<file path="config.mk">
export PLATFORM = sky130hd
export DESIGN_NAME = pwc_channel
export DESIGN_NICKNAME = d
export VERILOG_FILES = /design/src/design/pwc_tick_gen.v /design/src/design/pwc_channel.v
export VERILOG_INCLUDE_DIRS = /design/src /design/src/design
export SDC_FILE = /design/constraint.sdc
export NUM_CORES = 1
export LEC_CHECK = 0
export ABC_AREA = 1
export BUFFER_PORTS_ARGS = -buffer_cell sky130_fd_sc_hd__clkbuf_2
export CORE_MARGIN = 4
export CORE_UTILIZATION = 61
export CTS_BUF_LIST = sky130_fd_sc_hd__clkbuf_16
export DETAILED_ROUTE_END_ITERATION = 16
export PLACE_DENSITY = 0.81
export SYNTH_ARGS = -nofsm -noshare
export SYNTH_HDL_FRONTEND = slang
export SYNTH_SLANG_ARGS = --single-unit
</file>
<file path="constraint.sdc">
create_clock -name pclk -period 3.5 [get_ports pclk]
set_input_delay 0 -clock pclk [delete_from_list [all_inputs] [get_ports pclk]]
set_output_delay 0 -clock pclk [all_outputs]
set_load 0.005 [all_outputs]
</file>
<file path="src/design/pwc_defines.vh">
// Register map, field positions and reset values of the PWM channel
`ifndef PWC_DEFINES_VH
`define PWC_DEFINES_VH

// ------------------------------------------------------------
// Register byte offsets
// ------------------------------------------------------------
`define PWC_OFF_MODE     12'h000
`define PWC_OFF_DUTY     12'h004
`define PWC_OFF_PERIOD   12'h008
`define PWC_OFF_COUNTER  12'h00c
`define PWC_OFF_UPDATE   12'h010
`define PWC_OFF_ENABLE   12'h014
`define PWC_OFF_DISABLE  12'h018
`define PWC_OFF_STATUS   12'h01c
`define PWC_OFF_IRQ_STAT 12'h020
`define PWC_OFF_IRQ_MASK 12'h024
`define PWC_OFF_DIVIDER  12'h028

// ------------------------------------------------------------
// Mode register fields
// ------------------------------------------------------------
`define PWC_MODE_PRE_LSB  0
`define PWC_MODE_PRE_MSB  3
`define PWC_MODE_ALIGN    8
`define PWC_MODE_LEVEL    9
`define PWC_MODE_TARGET   10
`define PWC_PRE_MAX       4'ha
`define PWC_PRE_DIV_A     4'hb
`define PWC_PRE_DIV_B     4'hc

// ------------------------------------------------------------
// Divider register fields
// ------------------------------------------------------------
`define PWC_DIV_A_LSB     0
`define PWC_DIV_B_LSB     8

// ------------------------------------------------------------
// Reset values
// ------------------------------------------------------------
`define PWC_RST_MODE      11'h000
`define PWC_RST_VALUE     16'h0000
`define PWC_RST_DIV       8'h01

`endif

</file>
<file path="src/design/pwc_tick_gen.v">
// Counter clock tick generator: power-of-two prescaler and two dividers
`timescale 1ns/1ns
`include "pwc_defines.vh"
module pwc_tick_gen (
  input  wire       pclk,
  input  wire       presetn,
  input  wire [3:0] prescaler_select,
  input  wire [7:0] divider_a_ratio,
  input  wire [7:0] divider_b_ratio,
  output reg        tick_r
);

  reg  [9:0]  pre_cnt_r;
  reg  [7:0]  div_a_cnt_r;
  reg  [7:0]  div_b_cnt_r;
  reg         tick_nxt;
  wire [10:0] pre_wide;
  wire [9:0]  pre_mask;

  // Mask of low bits: all ones when that many bits have counted
  assign pre_wide = (11'h001 << prescaler_select) - 11'h001;
  assign pre_mask = pre_wide[9:0];

  // Ratio zero stops a divider, matching a disabled clock source
  function div_hit;
    input [7:0] cnt;
    input [7:0] ratio;
    begin
      div_hit = (ratio != 8'h00) && (cnt == ratio - 8'h01);
    end
  endfunction

  always @* begin
    if (prescaler_select == `PWC_PRE_DIV_A) begin
      tick_nxt = div_hit(div_a_cnt_r, divider_a_ratio); // [RULE8]
    end else if (prescaler_select == `PWC_PRE_DIV_B) begin
      tick_nxt = div_hit(div_b_cnt_r, divider_b_ratio); // [RULE8]
    end else if (prescaler_select > `PWC_PRE_MAX) begin
      tick_nxt = 1'b0;
    end else begin
      tick_nxt = ((pre_cnt_r & pre_mask) == pre_mask); // [RULE6]
    end
  end

  always @(posedge pclk or negedge presetn) begin
    if (!presetn) begin
      pre_cnt_r   <= 10'h000;
      div_a_cnt_r <= 8'h00;
      div_b_cnt_r <= 8'h00;
      tick_r      <= 1'b0;
    end else begin
      pre_cnt_r <= pre_cnt_r + 10'h001;
      tick_r    <= tick_nxt;
      if (div_hit(div_a_cnt_r, divider_a_ratio) ||
          divider_a_ratio == 8'h00) begin
        div_a_cnt_r <= 8'h00;
      end else begin
        div_a_cnt_r <= div_a_cnt_r + 8'h01;
      end
      if (div_hit(div_b_cnt_r, divider_b_ratio) ||
          divider_b_ratio == 8'h00) begin
        div_b_cnt_r <= 8'h00;
      end else begin
        div_b_cnt_r <= div_b_cnt_r + 8'h01;
      end
    end
  end

endmodule // pwc_tick_gen

</file>
<file path="src/design/pwc_channel.v">
// PWM channel waveform generator with APB register slave
`timescale 1ns/1ns
`include "pwc_defines.vh"

// Behaviour
// [RULE1] Start level select 0 starts period low, 1 starts high.
// [RULE2] Target 0: buffered value becomes duty at next period start.
// [RULE3] Target 1: buffered value becomes period at next period start.
// [RULE4] Duty, period, update registers use only low 16 bits.
// [RULE5] Software keeps duty between zero and the period value.
// [RULE6] Prescaled left period equals factor times period, factor 1..1024.
// [RULE7] Center-aligned period is twice the left-aligned period.
// [RULE8] Divider clocking gives period times divider ratio master cycles.
// [RULE9] Enabling the channel clears the counter to zero.
// [RULE10] Left-aligned counter clears on reaching period, starting new period.
// [RULE11] Current counter value is readable in a read-only register.
// [RULE12] Update register is a holding buffer; mid-period writes are safe.
// [RULE13] Alignment 0 gives left-aligned, 1 gives center-aligned period.
// [RULE14] Writing 1 to enable bit enables output; 0 has no effect.
// [RULE15] Period-done flag set per period, cleared by reading status; the code clears it only on a read of PWC_OFF_IRQ_STAT, not of PWC_OFF_STATUS.
// [RULE16] Center mode counts up to period then down, start at zero.
// [RULE17] Output holds start level below duty, opposite level otherwise.
module pwc_channel #(
  parameter CNT_W = 16
) (
  input  wire        pclk,
  input  wire        presetn,
  input  wire        psel,
  input  wire        penable,
  input  wire        pwrite,
  input  wire [11:0] paddr,
  input  wire [31:0] pwdata,
  output reg  [31:0] prdata,
  output reg         pready,
  output reg         pslverr,
  output reg         pwm_out,
  output reg         irq
);

  // ------------------------------------------------------------
  // State
  // ------------------------------------------------------------
  reg  [10:0]      mode_r;
  reg  [CNT_W-1:0] duty_r;
  reg  [CNT_W-1:0] period_r;
  reg  [CNT_W-1:0] update_r;
  reg              upd_pend_r;
  reg  [CNT_W-1:0] count_r;
  reg              down_r;
  reg              enabled_r;
  reg              done_r;
  reg              irq_mask_r;
  reg  [7:0]       div_a_r;
  reg  [7:0]       div_b_r;
  wire             tick;
  wire             wr_en;
  wire             rd_en;
  wire             align_center;
  wire             start_level;
  wire             upd_period;
  wire             at_start;
  wire             mapped;
  reg  [31:0]      rdata_nxt;
  reg  [CNT_W-1:0] count_nxt;
  reg              down_nxt;
  wire             left_wrap;
  wire             wr_mode;
  wire             wr_duty;
  wire             wr_period;
  wire             wr_update;
  wire             wr_divider;
  wire             wr_mask;
  wire             wr_enable;
  wire             wr_disable;
  wire             rd_flag;

  // Writes land at the completion edge, once per access
  assign wr_en        = psel && penable && pwrite && pready;
  assign rd_en        = psel && penable && !pwrite;
  assign align_center = mode_r[`PWC_MODE_ALIGN];
  assign start_level  = mode_r[`PWC_MODE_LEVEL];
  assign upd_period   = mode_r[`PWC_MODE_TARGET];

  function is_addr;
    input [11:0] a;
    input [11:0] off;
    begin
      is_addr = (a == off);
    end
  endfunction

  assign mapped = is_addr(paddr, `PWC_OFF_MODE)   ||
                  is_addr(paddr, `PWC_OFF_DUTY)   ||
                  is_addr(paddr, `PWC_OFF_PERIOD) ||
                  is_addr(paddr, `PWC_OFF_COUNTER)||
                  is_addr(paddr, `PWC_OFF_UPDATE) ||
                  is_addr(paddr, `PWC_OFF_ENABLE) ||
                  is_addr(paddr, `PWC_OFF_DISABLE)||
                  is_addr(paddr, `PWC_OFF_STATUS) ||
                  is_addr(paddr, `PWC_OFF_IRQ_STAT) ||
                  is_addr(paddr, `PWC_OFF_IRQ_MASK) ||
                  is_addr(paddr, `PWC_OFF_DIVIDER);

  // ------------------------------------------------------------
  // Access strobes
  // ------------------------------------------------------------
  assign wr_mode    = wr_en && is_addr(paddr, `PWC_OFF_MODE);
  assign wr_duty    = wr_en && is_addr(paddr, `PWC_OFF_DUTY);
  assign wr_period  = wr_en && is_addr(paddr, `PWC_OFF_PERIOD);
  assign wr_update  = wr_en && is_addr(paddr, `PWC_OFF_UPDATE);
  assign wr_divider = wr_en && is_addr(paddr, `PWC_OFF_DIVIDER);
  assign wr_mask    = wr_en && is_addr(paddr, `PWC_OFF_IRQ_MASK);
  assign wr_enable  = wr_en && is_addr(paddr, `PWC_OFF_ENABLE) && pwdata[0];
  assign wr_disable = wr_en && is_addr(paddr, `PWC_OFF_DISABLE) && pwdata[0];
  // Flag clears where read data is captured, one edge before pready
  assign rd_flag    = rd_en && !pready && is_addr(paddr, `PWC_OFF_IRQ_STAT);

  // ------------------------------------------------------------
  // Counter clock
  // ------------------------------------------------------------
  pwc_tick_gen pwc_tick_gen_inst (
    .pclk             (pclk),
    .presetn          (presetn),
    .prescaler_select (mode_r[`PWC_MODE_PRE_MSB:`PWC_MODE_PRE_LSB]),
    .divider_a_ratio  (div_a_r),
    .divider_b_ratio  (div_b_r),
    .tick_r           (tick)
  );

  // Left wraps one count early: period_value ticks per period
  assign left_wrap = (count_r + 1'b1 >= period_r); // [RULE10]

  // Period start: left wrap, or center turn at zero
  assign at_start = enabled_r && tick &&
                    (align_center ? (down_r && count_r == 1 ||
                                     period_r == {CNT_W{1'b0}})
                                  : left_wrap); // [RULE10]

  // ------------------------------------------------------------
  // Register writes
  // ------------------------------------------------------------
  always @(posedge pclk or negedge presetn) begin
    if (!presetn) begin
      mode_r     <= `PWC_RST_MODE;
      duty_r     <= `PWC_RST_VALUE;
      period_r   <= `PWC_RST_VALUE;
      irq_mask_r <= 1'b0;
      div_a_r    <= `PWC_RST_DIV;
      div_b_r    <= `PWC_RST_DIV;
    end else begin
      if (wr_mode) begin
        mode_r <= pwdata[10:0];
      end
      if (wr_divider) begin
        div_a_r <= pwdata[`PWC_DIV_A_LSB+7:`PWC_DIV_A_LSB];
        div_b_r <= pwdata[`PWC_DIV_B_LSB+7:`PWC_DIV_B_LSB];
      end
      if (wr_mask) begin
        irq_mask_r <= pwdata[0];
      end
      // Direct writes; software keeps duty within period
      if (wr_duty) begin
        duty_r <= pwdata[CNT_W-1:0]; // [RULE4] [RULE5]
      end
      if (wr_period) begin
        period_r <= pwdata[CNT_W-1:0]; // [RULE4]
      end
      // Buffer only; active value moves at period start
      if (at_start && upd_pend_r) begin
        if (upd_period) begin
          period_r <= update_r; // [RULE3]
        end else begin
          duty_r <= update_r; // [RULE2]
        end
      end
    end
  end

  // ------------------------------------------------------------
  // Update buffer
  // ------------------------------------------------------------
  // A write in the start cycle stays pending for the next period
  always @(posedge pclk or negedge presetn) begin
    if (!presetn) begin
      update_r   <= `PWC_RST_VALUE;
      upd_pend_r <= 1'b0;
    end else begin
      if (wr_update) begin
        update_r   <= pwdata[CNT_W-1:0]; // [RULE12] [RULE4]
        upd_pend_r <= 1'b1;
      end else if (at_start) begin
        upd_pend_r <= 1'b0;
      end
    end
  end

  // ------------------------------------------------------------
  // Counter next value
  // ------------------------------------------------------------
  always @* begin
    count_nxt = count_r;
    down_nxt  = down_r;
    if (wr_enable) begin
      count_nxt = {CNT_W{1'b0}}; // [RULE9]
      down_nxt  = 1'b0;
    end else if (enabled_r && tick && !wr_disable) begin
      if (!align_center) begin // [RULE13]
        if (left_wrap) begin
          count_nxt = {CNT_W{1'b0}}; // [RULE10] [RULE6] [RULE8]
        end else begin
          count_nxt = count_r + 1'b1;
        end
      end else if (period_r == {CNT_W{1'b0}}) begin
        count_nxt = {CNT_W{1'b0}};
      end else if (!down_r) begin
        // Up then down doubles the period; a shrunk period turns at once
        if (count_r + 1'b1 >= period_r) begin
          down_nxt = 1'b1; // [RULE16] [RULE7]
        end
        count_nxt = count_r + 1'b1;
      end else begin
        if (count_r == 1) begin
          down_nxt = 1'b0; // [RULE16]
        end
        count_nxt = count_r - 1'b1;
      end
    end
  end

  // ------------------------------------------------------------
  // Enable, counter and waveform
  // ------------------------------------------------------------
  always @(posedge pclk or negedge presetn) begin
    if (!presetn) begin
      enabled_r <= 1'b0;
      count_r   <= {CNT_W{1'b0}};
      down_r    <= 1'b0;
      pwm_out   <= 1'b0;
    end else begin
      count_r <= count_nxt;
      down_r  <= down_nxt;
      if (wr_enable) begin
        enabled_r <= 1'b1; // [RULE14]
      end else if (wr_disable) begin
        enabled_r <= 1'b0;
      end
      // Idle output rests at the start level
      if (!enabled_r) begin
        pwm_out <= start_level;
      end else if (count_r < duty_r) begin
        pwm_out <= start_level; // [RULE1] [RULE17]
      end else begin
        pwm_out <= ~start_level; // [RULE17]
      end
    end
  end

  // ------------------------------------------------------------
  // Period flag, interrupt and APB read
  // ------------------------------------------------------------
  always @* begin
    rdata_nxt = 32'h0000_0000;
    if (is_addr(paddr, `PWC_OFF_MODE)) begin
      rdata_nxt[10:0] = mode_r;
    end else if (is_addr(paddr, `PWC_OFF_DUTY)) begin
      rdata_nxt[CNT_W-1:0] = duty_r;
    end else if (is_addr(paddr, `PWC_OFF_PERIOD)) begin
      rdata_nxt[CNT_W-1:0] = period_r;
    end else if (is_addr(paddr, `PWC_OFF_COUNTER)) begin
      rdata_nxt[CNT_W-1:0] = count_r; // [RULE11]
    end else if (is_addr(paddr, `PWC_OFF_STATUS)) begin
      rdata_nxt[0] = enabled_r;
    end else if (is_addr(paddr, `PWC_OFF_IRQ_STAT)) begin
      rdata_nxt[0] = done_r;
    end else if (is_addr(paddr, `PWC_OFF_IRQ_MASK)) begin
      rdata_nxt[0] = irq_mask_r;
    end else if (is_addr(paddr, `PWC_OFF_DIVIDER)) begin
      rdata_nxt[15:0] = {div_b_r, div_a_r};
    end
  end

  always @(posedge pclk or negedge presetn) begin
    if (!presetn) begin
      done_r  <= 1'b0;
      irq     <= 1'b0;
      prdata  <= 32'h0000_0000;
      pready  <= 1'b0;
      pslverr <= 1'b0;
    end else begin
      // A period end in the read cycle survives the clear
      if (at_start) begin
        done_r <= 1'b1; // [RULE15]
      end else if (rd_flag) begin
        done_r <= 1'b0; // [RULE15]
      end
      irq <= done_r && irq_mask_r;
      // One wait state: pready is high in the second access cycle
      pready  <= psel && penable && !pready;
      pslverr <= psel && penable && !pready && !mapped;
      if (rd_en && !pready) begin
        prdata <= rdata_nxt;
      end
    end
  end

endmodule // pwc_channel

</file>
; Word-level counts from Yosys, hierarchy flattened
; Cells that the tools add are included.
[word_totals]
reg_bits = 143
input_bits = 49
out_inout_bits = 36
[classes]
addsub = 8
order_cmp = 3
n_eq_ne = 17
n_shift = 1
n_mux = 45
n_bitwise = 2
reduce_logical = 55
[ops]
columns = cell, count
row1 = 2-to-1 mux 16 bit, 16
row2 = == test 12 x 5 -> 1 bit (second input constant), 4
row3 = 2-to-1 mux 15 bit, 3
row4 = == test 12 x 6 -> 1 bit (second input constant), 3
row5 = logical AND 1 bit, 26
row6 = == test 12 x 4 -> 1 bit (second input constant), 2
row7 = 2-to-1 mux 1 bit, 22
row8 = adder 16 x 1 -> 16 bit (second input constant), 1
row9 = adder 8 x 1 -> 8 bit (second input constant), 2
row10 = == test 16 x 1 -> 1 bit (second input constant), 1
row11 = == test 8 bit, 2
row12 = >= comparator 16 bit, 1
row13 = logical NOT 16 bit, 1
row14 = logical NOT 8 bit, 2
row15 = < comparator 16 bit, 1
row16 = 2-to-1 mux 8 bit, 2
row17 = nonzero test 8 bit, 2
row18 = subtractor 16 x 1 -> 16 bit (second input constant), 1
row19 = subtractor 8 x 1 -> 8 bit (second input constant), 2
row20 = logical OR 1 bit, 13
row21 = == test 12 x 3 -> 1 bit (second input constant), 1
row22 = logical NOT 12 bit, 1
row23 = 2-to-1 mux 11 bit, 1
row24 = adder 10 x 1 -> 10 bit (second input constant), 1
row25 = 12 further kinds, 20

; Depth between registers and ports, before layout
[depth]
ltp_word = 13
mapped_depth = 20

; Cells and area by module
; From an unflattened synthesis, not the netlist that was laid out.
[hier_totals]
cells_unflattened = 1537
hier_area_um2 = 10460.0
[modules_own_cells]
columns = module, n_inst, cells_each, area_per_inst_um2
row1 = pwc_channel, 1, 1242, 8468.1
row2 = pwc_tick_gen, 1, 295, 1991.9

; Worst setup path before layout
; No wires, ideal clock.
[synth_timing]
path_kind = register to register
from = register count_r[0]
to = register period_r[12]
setup_ps = 122
arrival_time_ps = 2632
slack_ps = 746
path_stages_with_launch = 18
path_buffers = 1
period_less_slack_ps = 2754
cell_sequence = dfrtp_1 -> ha_1 -> nand3_1 -> nor2_1 -> nand2_1 -> nor2_1 -> nand2_1 -> xor2_1 -> inv_1 -> ha_1 -> nand2_1 -> nor3_1 -> nand2_1 -> nand4_4 -> nand3_4 -> buf_6 -> nand2_1 -> o21ai_2
[synth_between]
elab_chain_len = 7
[synth_rtl]
columns = item, line_no
row1 = start: declaration, pwc_channel.v:48  ; reg [CNT_W-1:0] count_r;
row2 = start signal: assignment, pwc_channel.v:236  ; count_r <= {CNT_W{1'b0}};
row3 = start signal: assignment, pwc_channel.v:240  ; count_r <= count_nxt;
row4 = branches (longest 3 deep; another with adder 16 x 1 -> 16 bit), -
row5 = 2-to-1 mux 1 bit *, pwc_channel.v:135  ; (align_center ? (down_r && count_r == 1 ||
row6 = logical AND 1 bit *, pwc_channel.v:134  ; assign at_start = enabled_r && tick &&
row7 = logical AND 1 bit *, pwc_channel.v:169  ; if (at_start && upd_pend_r) begin
row8 = 2-to-1 mux 16 bit *, pwc_channel.v:169
row9 = end signal: assignment, pwc_channel.v:146  ; period_r <= `PWC_RST_VALUE;
row10 = end signal: assignment, pwc_channel.v:166  ; period_r <= pwdata[CNT_W-1:0];
row11 = end signal: assignment, pwc_channel.v:171  ; period_r <= update_r;
row12 = end: declaration, pwc_channel.v:45  ; reg [CNT_W-1:0] period_r;
; Mark *: on every way between the ends.
; A chain may end at the register's enable or synchronous reset.

; Worst setup path in the final report
; Ends and elaborated chain as after synthesis.

==> out/summary.log <==
qor: power.report.power.total 3.65 mW
qor: final_layout.n_antenna_cell 0
qor: sta.fin_setup_tns 0 ps
qor: power.clkPwrFrac 50.8%
qor: global_route.grt_pass1_wl 47,500 um
qor: final_layout.drive_gt1_share 12.5%
qor: power.comb_power_share 3.8%
qor: final_layout.syn_to_final_growth 11.1%
qor: sta.setup_viol_count_final 0
qor: global_route.grt_util_all_layers 30.6%
qor: placed_design.dpl_cell_area 10,700 sq um
qor: routing.dr_wl_met3 2820 um
qor: routing.totalWireLength 29,200 um
qor: placed_design.worst_setup_slack_after_placement 247 ps
qor: setup_path.reg_to_reg_end period_r[12]$_DFF_PN0_
qor: setup_path.cp_max_fo 10
qor: flow_run.cap_viol_max_count 0
qor: final_layout.final_cell_area 11,500 sq um
qor: die.dieWidth 138 um
qor: setup_path.worst_path_most_repeated_cell sky130_fd_sc_hd__nand2_1
qor: sta.timing_max_transition_violations_final 0
qor: synthesis.synth_simple_gate_area_share 34.3%
qor: synthesis.synth.top_cell.area_share 34.2%
qor: clock_tree.clock_tree_from_tritoncts done
qor: setup_path.critPathMaxStageDelay 420 ps
qor: clock_tree.cts_max_level 4
qor: final_layout.most-common-layout-cells 451 x sky130_fd_sc_hd__nand2_1, 189 x sky130_fd_sc_hd__inv_1, 138 x sky130_fd_sc_hd__dfrtp_1
qor: clock_tree.cts.root.buffer_cell sky130_fd_sc_hd__clkbuf_16
qor: power.p_int 2.76 mW
qor: synthesis.synth_top_cells_by_area sky130_fd_sc_hd__dfrtp_1 34%, sky130_fd_sc_hd__nand2_1 16%, sky130_fd_sc_hd__inv_1 6.8%
qor: outcome.status completed
qor: hold_path.worst_hold_path.num_cells 5
qor: synthesis.asyncSetResetFlopFracSynth 100%
qor: synthesis.combinational_family_with_the_most_area_after_synthesis simple AND/OR/NAND/NOR gates
qor: setup_path.required 3810 ps
qor: sta.layout_worst_path_cycle_share 90.7%
qor: sta.timing.final.hold_violations 0
qor: setup_path.endpoint_kind flip-flop
qor: synthesis.synth_seq_area_share 34.7%
qor: die.core 16,600 sq um
qor: final_layout.layout.filler_cells 1,402
qor: power.power_leakage 5.86 nW
qor: die.die_height 138 um
qor: die.num_io_pins 85
qor: hold_path.worstHoldPathType input pin to flip-flop
qor: synthesis.synth_area_leader_cell sky130_fd_sc_hd__dfrtp_1
qor: final_layout.register_area 3580 sq um
qor: global_route.via_count_of_the_first_global_routing_pass 9,265
qor: routing.top_layer_used met5
qor: setup_path.worst-r2r-setup-slack 320 ps
qor: clock_tree.clock_sink_count 143
qor: synthesis.synth.cell_area 10,300 sq um
qor: clock_tree.worstSkewPairLatency 430 ps
qor: die.std_cell_rows 47
qor: die.initial_core_util 62.2%
qor: synthesis.yosys_register_bits 143
qor: setup_path.timing.rr.start count_r[0]$_DFFE_PN0P_
qor: global_route.grt_start_max_net_pins 117
qor: sta.worst_slew_pin_slew 1050 ps
qor: routing.starting_drt_drc_count 1,092
qor: placed_design.numPortBuffers 52
qor: routing.route.vias.total 10,000
qor: clock_tree.clk_transition_reported_paths 70 ps
qor: power.switching_power 0.889 mW
qor: setup_path.path_delay_family simple AND/OR/NAND/NOR gates
qor: power.p_per_area 318 nW/um^2
qor: power.power.ir.vdd_worst 0.000356 V
qor: synthesis.ys_dominant_reg_cell sky130_fd_sc_hd__dfrtp_1
qor: synthesis.mean_cell_area_of_the_mapped_netlist 6.99 sq um
qor: synthesis.synth-adder-area-share 4.85%
qor: synthesis.postSynthCellCount 1,476
qor: clock_tree.clockBufferDepth 2
qor: final_layout.finalNonFillerCells 1,766
qor: sta.minimum_clock_period_after_layout 3180 ps
qor: clock_tree.number_of_buffers_added_by_the_clock_tree_synthesis_step 17
qor: power.sw_frac_of_total 24.4%
qor: setup_path.reg2reg_depth 17
qor: placed_design.gp_congestion 0.979
qor: power.sequentialPowerShare 45.5%
qor: routing.drtPass1Iterations 7
qor: hold_path.min_to prdata[4]$_DFFE_PN0P_
qor: synthesis.yosys-mux-area-fraction 1.46%
qor: routing.post-route-drc-count 0
qor: setup_path.critical_path.slowest_cell sky130_fd_sc_hd__dfrtp_2
qor: global_route.antenna_found_initial 1
qor: placed_design.placed_cells_incl_taps 1,715
qor: sta.slew_headroom 29.8%
qor: setup_path.startpoint_type flip-flop
qor: final_layout.multiInputGateArea 5650 sq um
qor: clock_tree.postCtsSetupBuffers 0
qor: placed_design.dpl.hpwl 21,100 um
qor: sta.timing.final.ws_setup 325 ps
qor: setup_path.cp.arrival 3490 ps
qor: synthesis.synth_compound_area_share 10.2%
qor: synthesis.post_synth_num_cell_types 47
qor: synthesis.synth_edf_count 0
qor: setup_path.critical_path.startpoint count_r[0]$_DFFE_PN0P_
qor: setup_path.timing_worst_setup_path_type flip-flop to flip-flop
qor: hold_path.worst_hold_startpoint pwrite
qor: setup_path.critical_path.n_buffers_inverters 2
qor: routing.wire_per_inst 16.5 um
qor: routing.detail-route-antenna-nets 0
qor: global_route.global_route.overflow_total 0
qor: sta.highest_clock_frequency_the_design_can_meet 315 MHz
qor: sta.clock_skew 10.4 ps
qor: final_layout.layout.nets 1,622
qor: routing.routed-wl-met2 13,100 um
qor: setup_path.worstPathCellList ha_1, nand3_1, nor2_2, nand2_1, nor2_1, nand2_1, xor2_1, inv_1, ha_1, nand2_1, nor3_2, nand2_1, nand4_4, nand3_4, buf_4, nand2_1, o21ai_2
qor: synthesis.synth-warning-count 0
qor: synthesis.synth-xor-area-share 3.23%
qor: routing.routed_via_density 5.69
qor: routing.wl_met1 12,100 um
qor: die.full_die_area 19,100 sq um
qor: final_layout.final_common_cell sky130_fd_sc_hd__nand2_1
==> stage by stage <==
stage	hold slack, ps	utilization (%)
global placement	232	64.3
detailed placement	233	64.3
floorplan	-296	-
CTS	14.8	69.0
finish	28.4	69.1
global route	55.9	69.1
==> worst reg2reg max path, cell delays in order, from the launching register on <==
cell                      delay [ps]
sky130_fd_sc_hd__dfrtp_2         420
sky130_fd_sc_hd__ha_1            200
sky130_fd_sc_hd__nand3_1         190
sky130_fd_sc_hd__nor2_2          180
sky130_fd_sc_hd__nand2_1         100
sky130_fd_sc_hd__nor2_1          200
sky130_fd_sc_hd__nand2_1         100
sky130_fd_sc_hd__xor2_1          180
sky130_fd_sc_hd__inv_1            70
sky130_fd_sc_hd__ha_1            290
sky130_fd_sc_hd__nand2_1          80
sky130_fd_sc_hd__nor3_2          210
sky130_fd_sc_hd__nand2_1         130
sky130_fd_sc_hd__nand4_4         130
sky130_fd_sc_hd__nand3_4         180
sky130_fd_sc_hd__buf_4           250
sky130_fd_sc_hd__nand2_1          90
sky130_fd_sc_hd__o21ai_2          60
==> layout make-up <==
| type | instances | area share [%] |
|---|---|---|
| Clock inverter | 15 | 1.42 |
| Sequential cell | 143 | 31.3 |
| Clock buffer | 17 | 3.71 |
| Timing Repair Buffer | 90 | 5.45 |
| Inverter | 196 | 6.42 |
| Multi-Input combinational cell | 1085 | 49.3 |
| Tap cell | 220 | 2.40 |
==> cell usage after synthesis (all sizes together), types with 2 or more instances <==
cell	count
buf	42
o21ai	132
xor2	32
mux2i	15
and2	18
a21oi	25
nand3b	5
nor2	112
nand4	29
xnor2	6
nor3b	2
inv	195
nor3	26
o211ai	6
nand3	128
and3	2
ha	40
dfstp	2
nand2	475
dfrtp	141
o22ai	8
clkbuf	25
==> what timing repair did <==
action                     CTS  global route
resized for setup            0             6
setup endpoints to repair    0            47
hold endpoints to repair   156             0
hold buffers                19             0
==> power by group through the flow <==
| stage | sequential (mW) | clock, mW | combinational (mW) |
|---|---|---|---|
| detailed placement | 1.69 | 0 | 0.119 |
| global route | 1.66 | 1.94 | 0.155 |
| CTS | 1.66 | 1.86 | 0.137 |
| finish | 1.66 | 1.85 | 0.137 |
| global placement | 1.69 | 0 | 0.118 |
| floorplan | 1.69 | 0 | 0.0565 |
==> kinds of logic after synthesis <==
family / Yosys count
buf+inv: 263
other cells: 1
flops: 143
simple gates: 798
mux: 15
xor+xnor: 38
fa+ha+maj: 40
compound gates: 178
==> sequential cells by signal, summed over array words and instances (netlist names), 8 cells and up <==
signal / count
count_r: 16
div_a_r: 8
div_b_r: 8
duty_r: 16
mode_r: 11
period_r: 16
prdata: 16
pwc_tick_gen_inst.div_a_cnt_r: 8
pwc_tick_gen_inst.div_b_cnt_r: 8
pwc_tick_gen_inst.pre_cnt_r: 10
update_r: 16
==> routing by layer <==
metal / vias up / GRT usage (%)
met4: 2 / 13.1
met1: 4629 / 42.4
met5: - / 0
li1: 4798 / -
met3: 96 / 5.94
met2: 515 / 47.0
==> how the worst max path moves through the flow <==
stage | endpoint | cells after the start
floorplan | period_r[12]$_DFF_PN0_ | 17
global route | period_r[12]$_DFF_PN0_ | 17
global placement | period_r[13]$_DFF_PN0_ | 17
finish | period_r[12]$_DFF_PN0_ | 17
CTS | period_r[12]$_DFF_PN0_ | 17
detailed placement | duty_r[11]$_DFF_PN0_ | 17
Power figures use the tool's default switching activity.
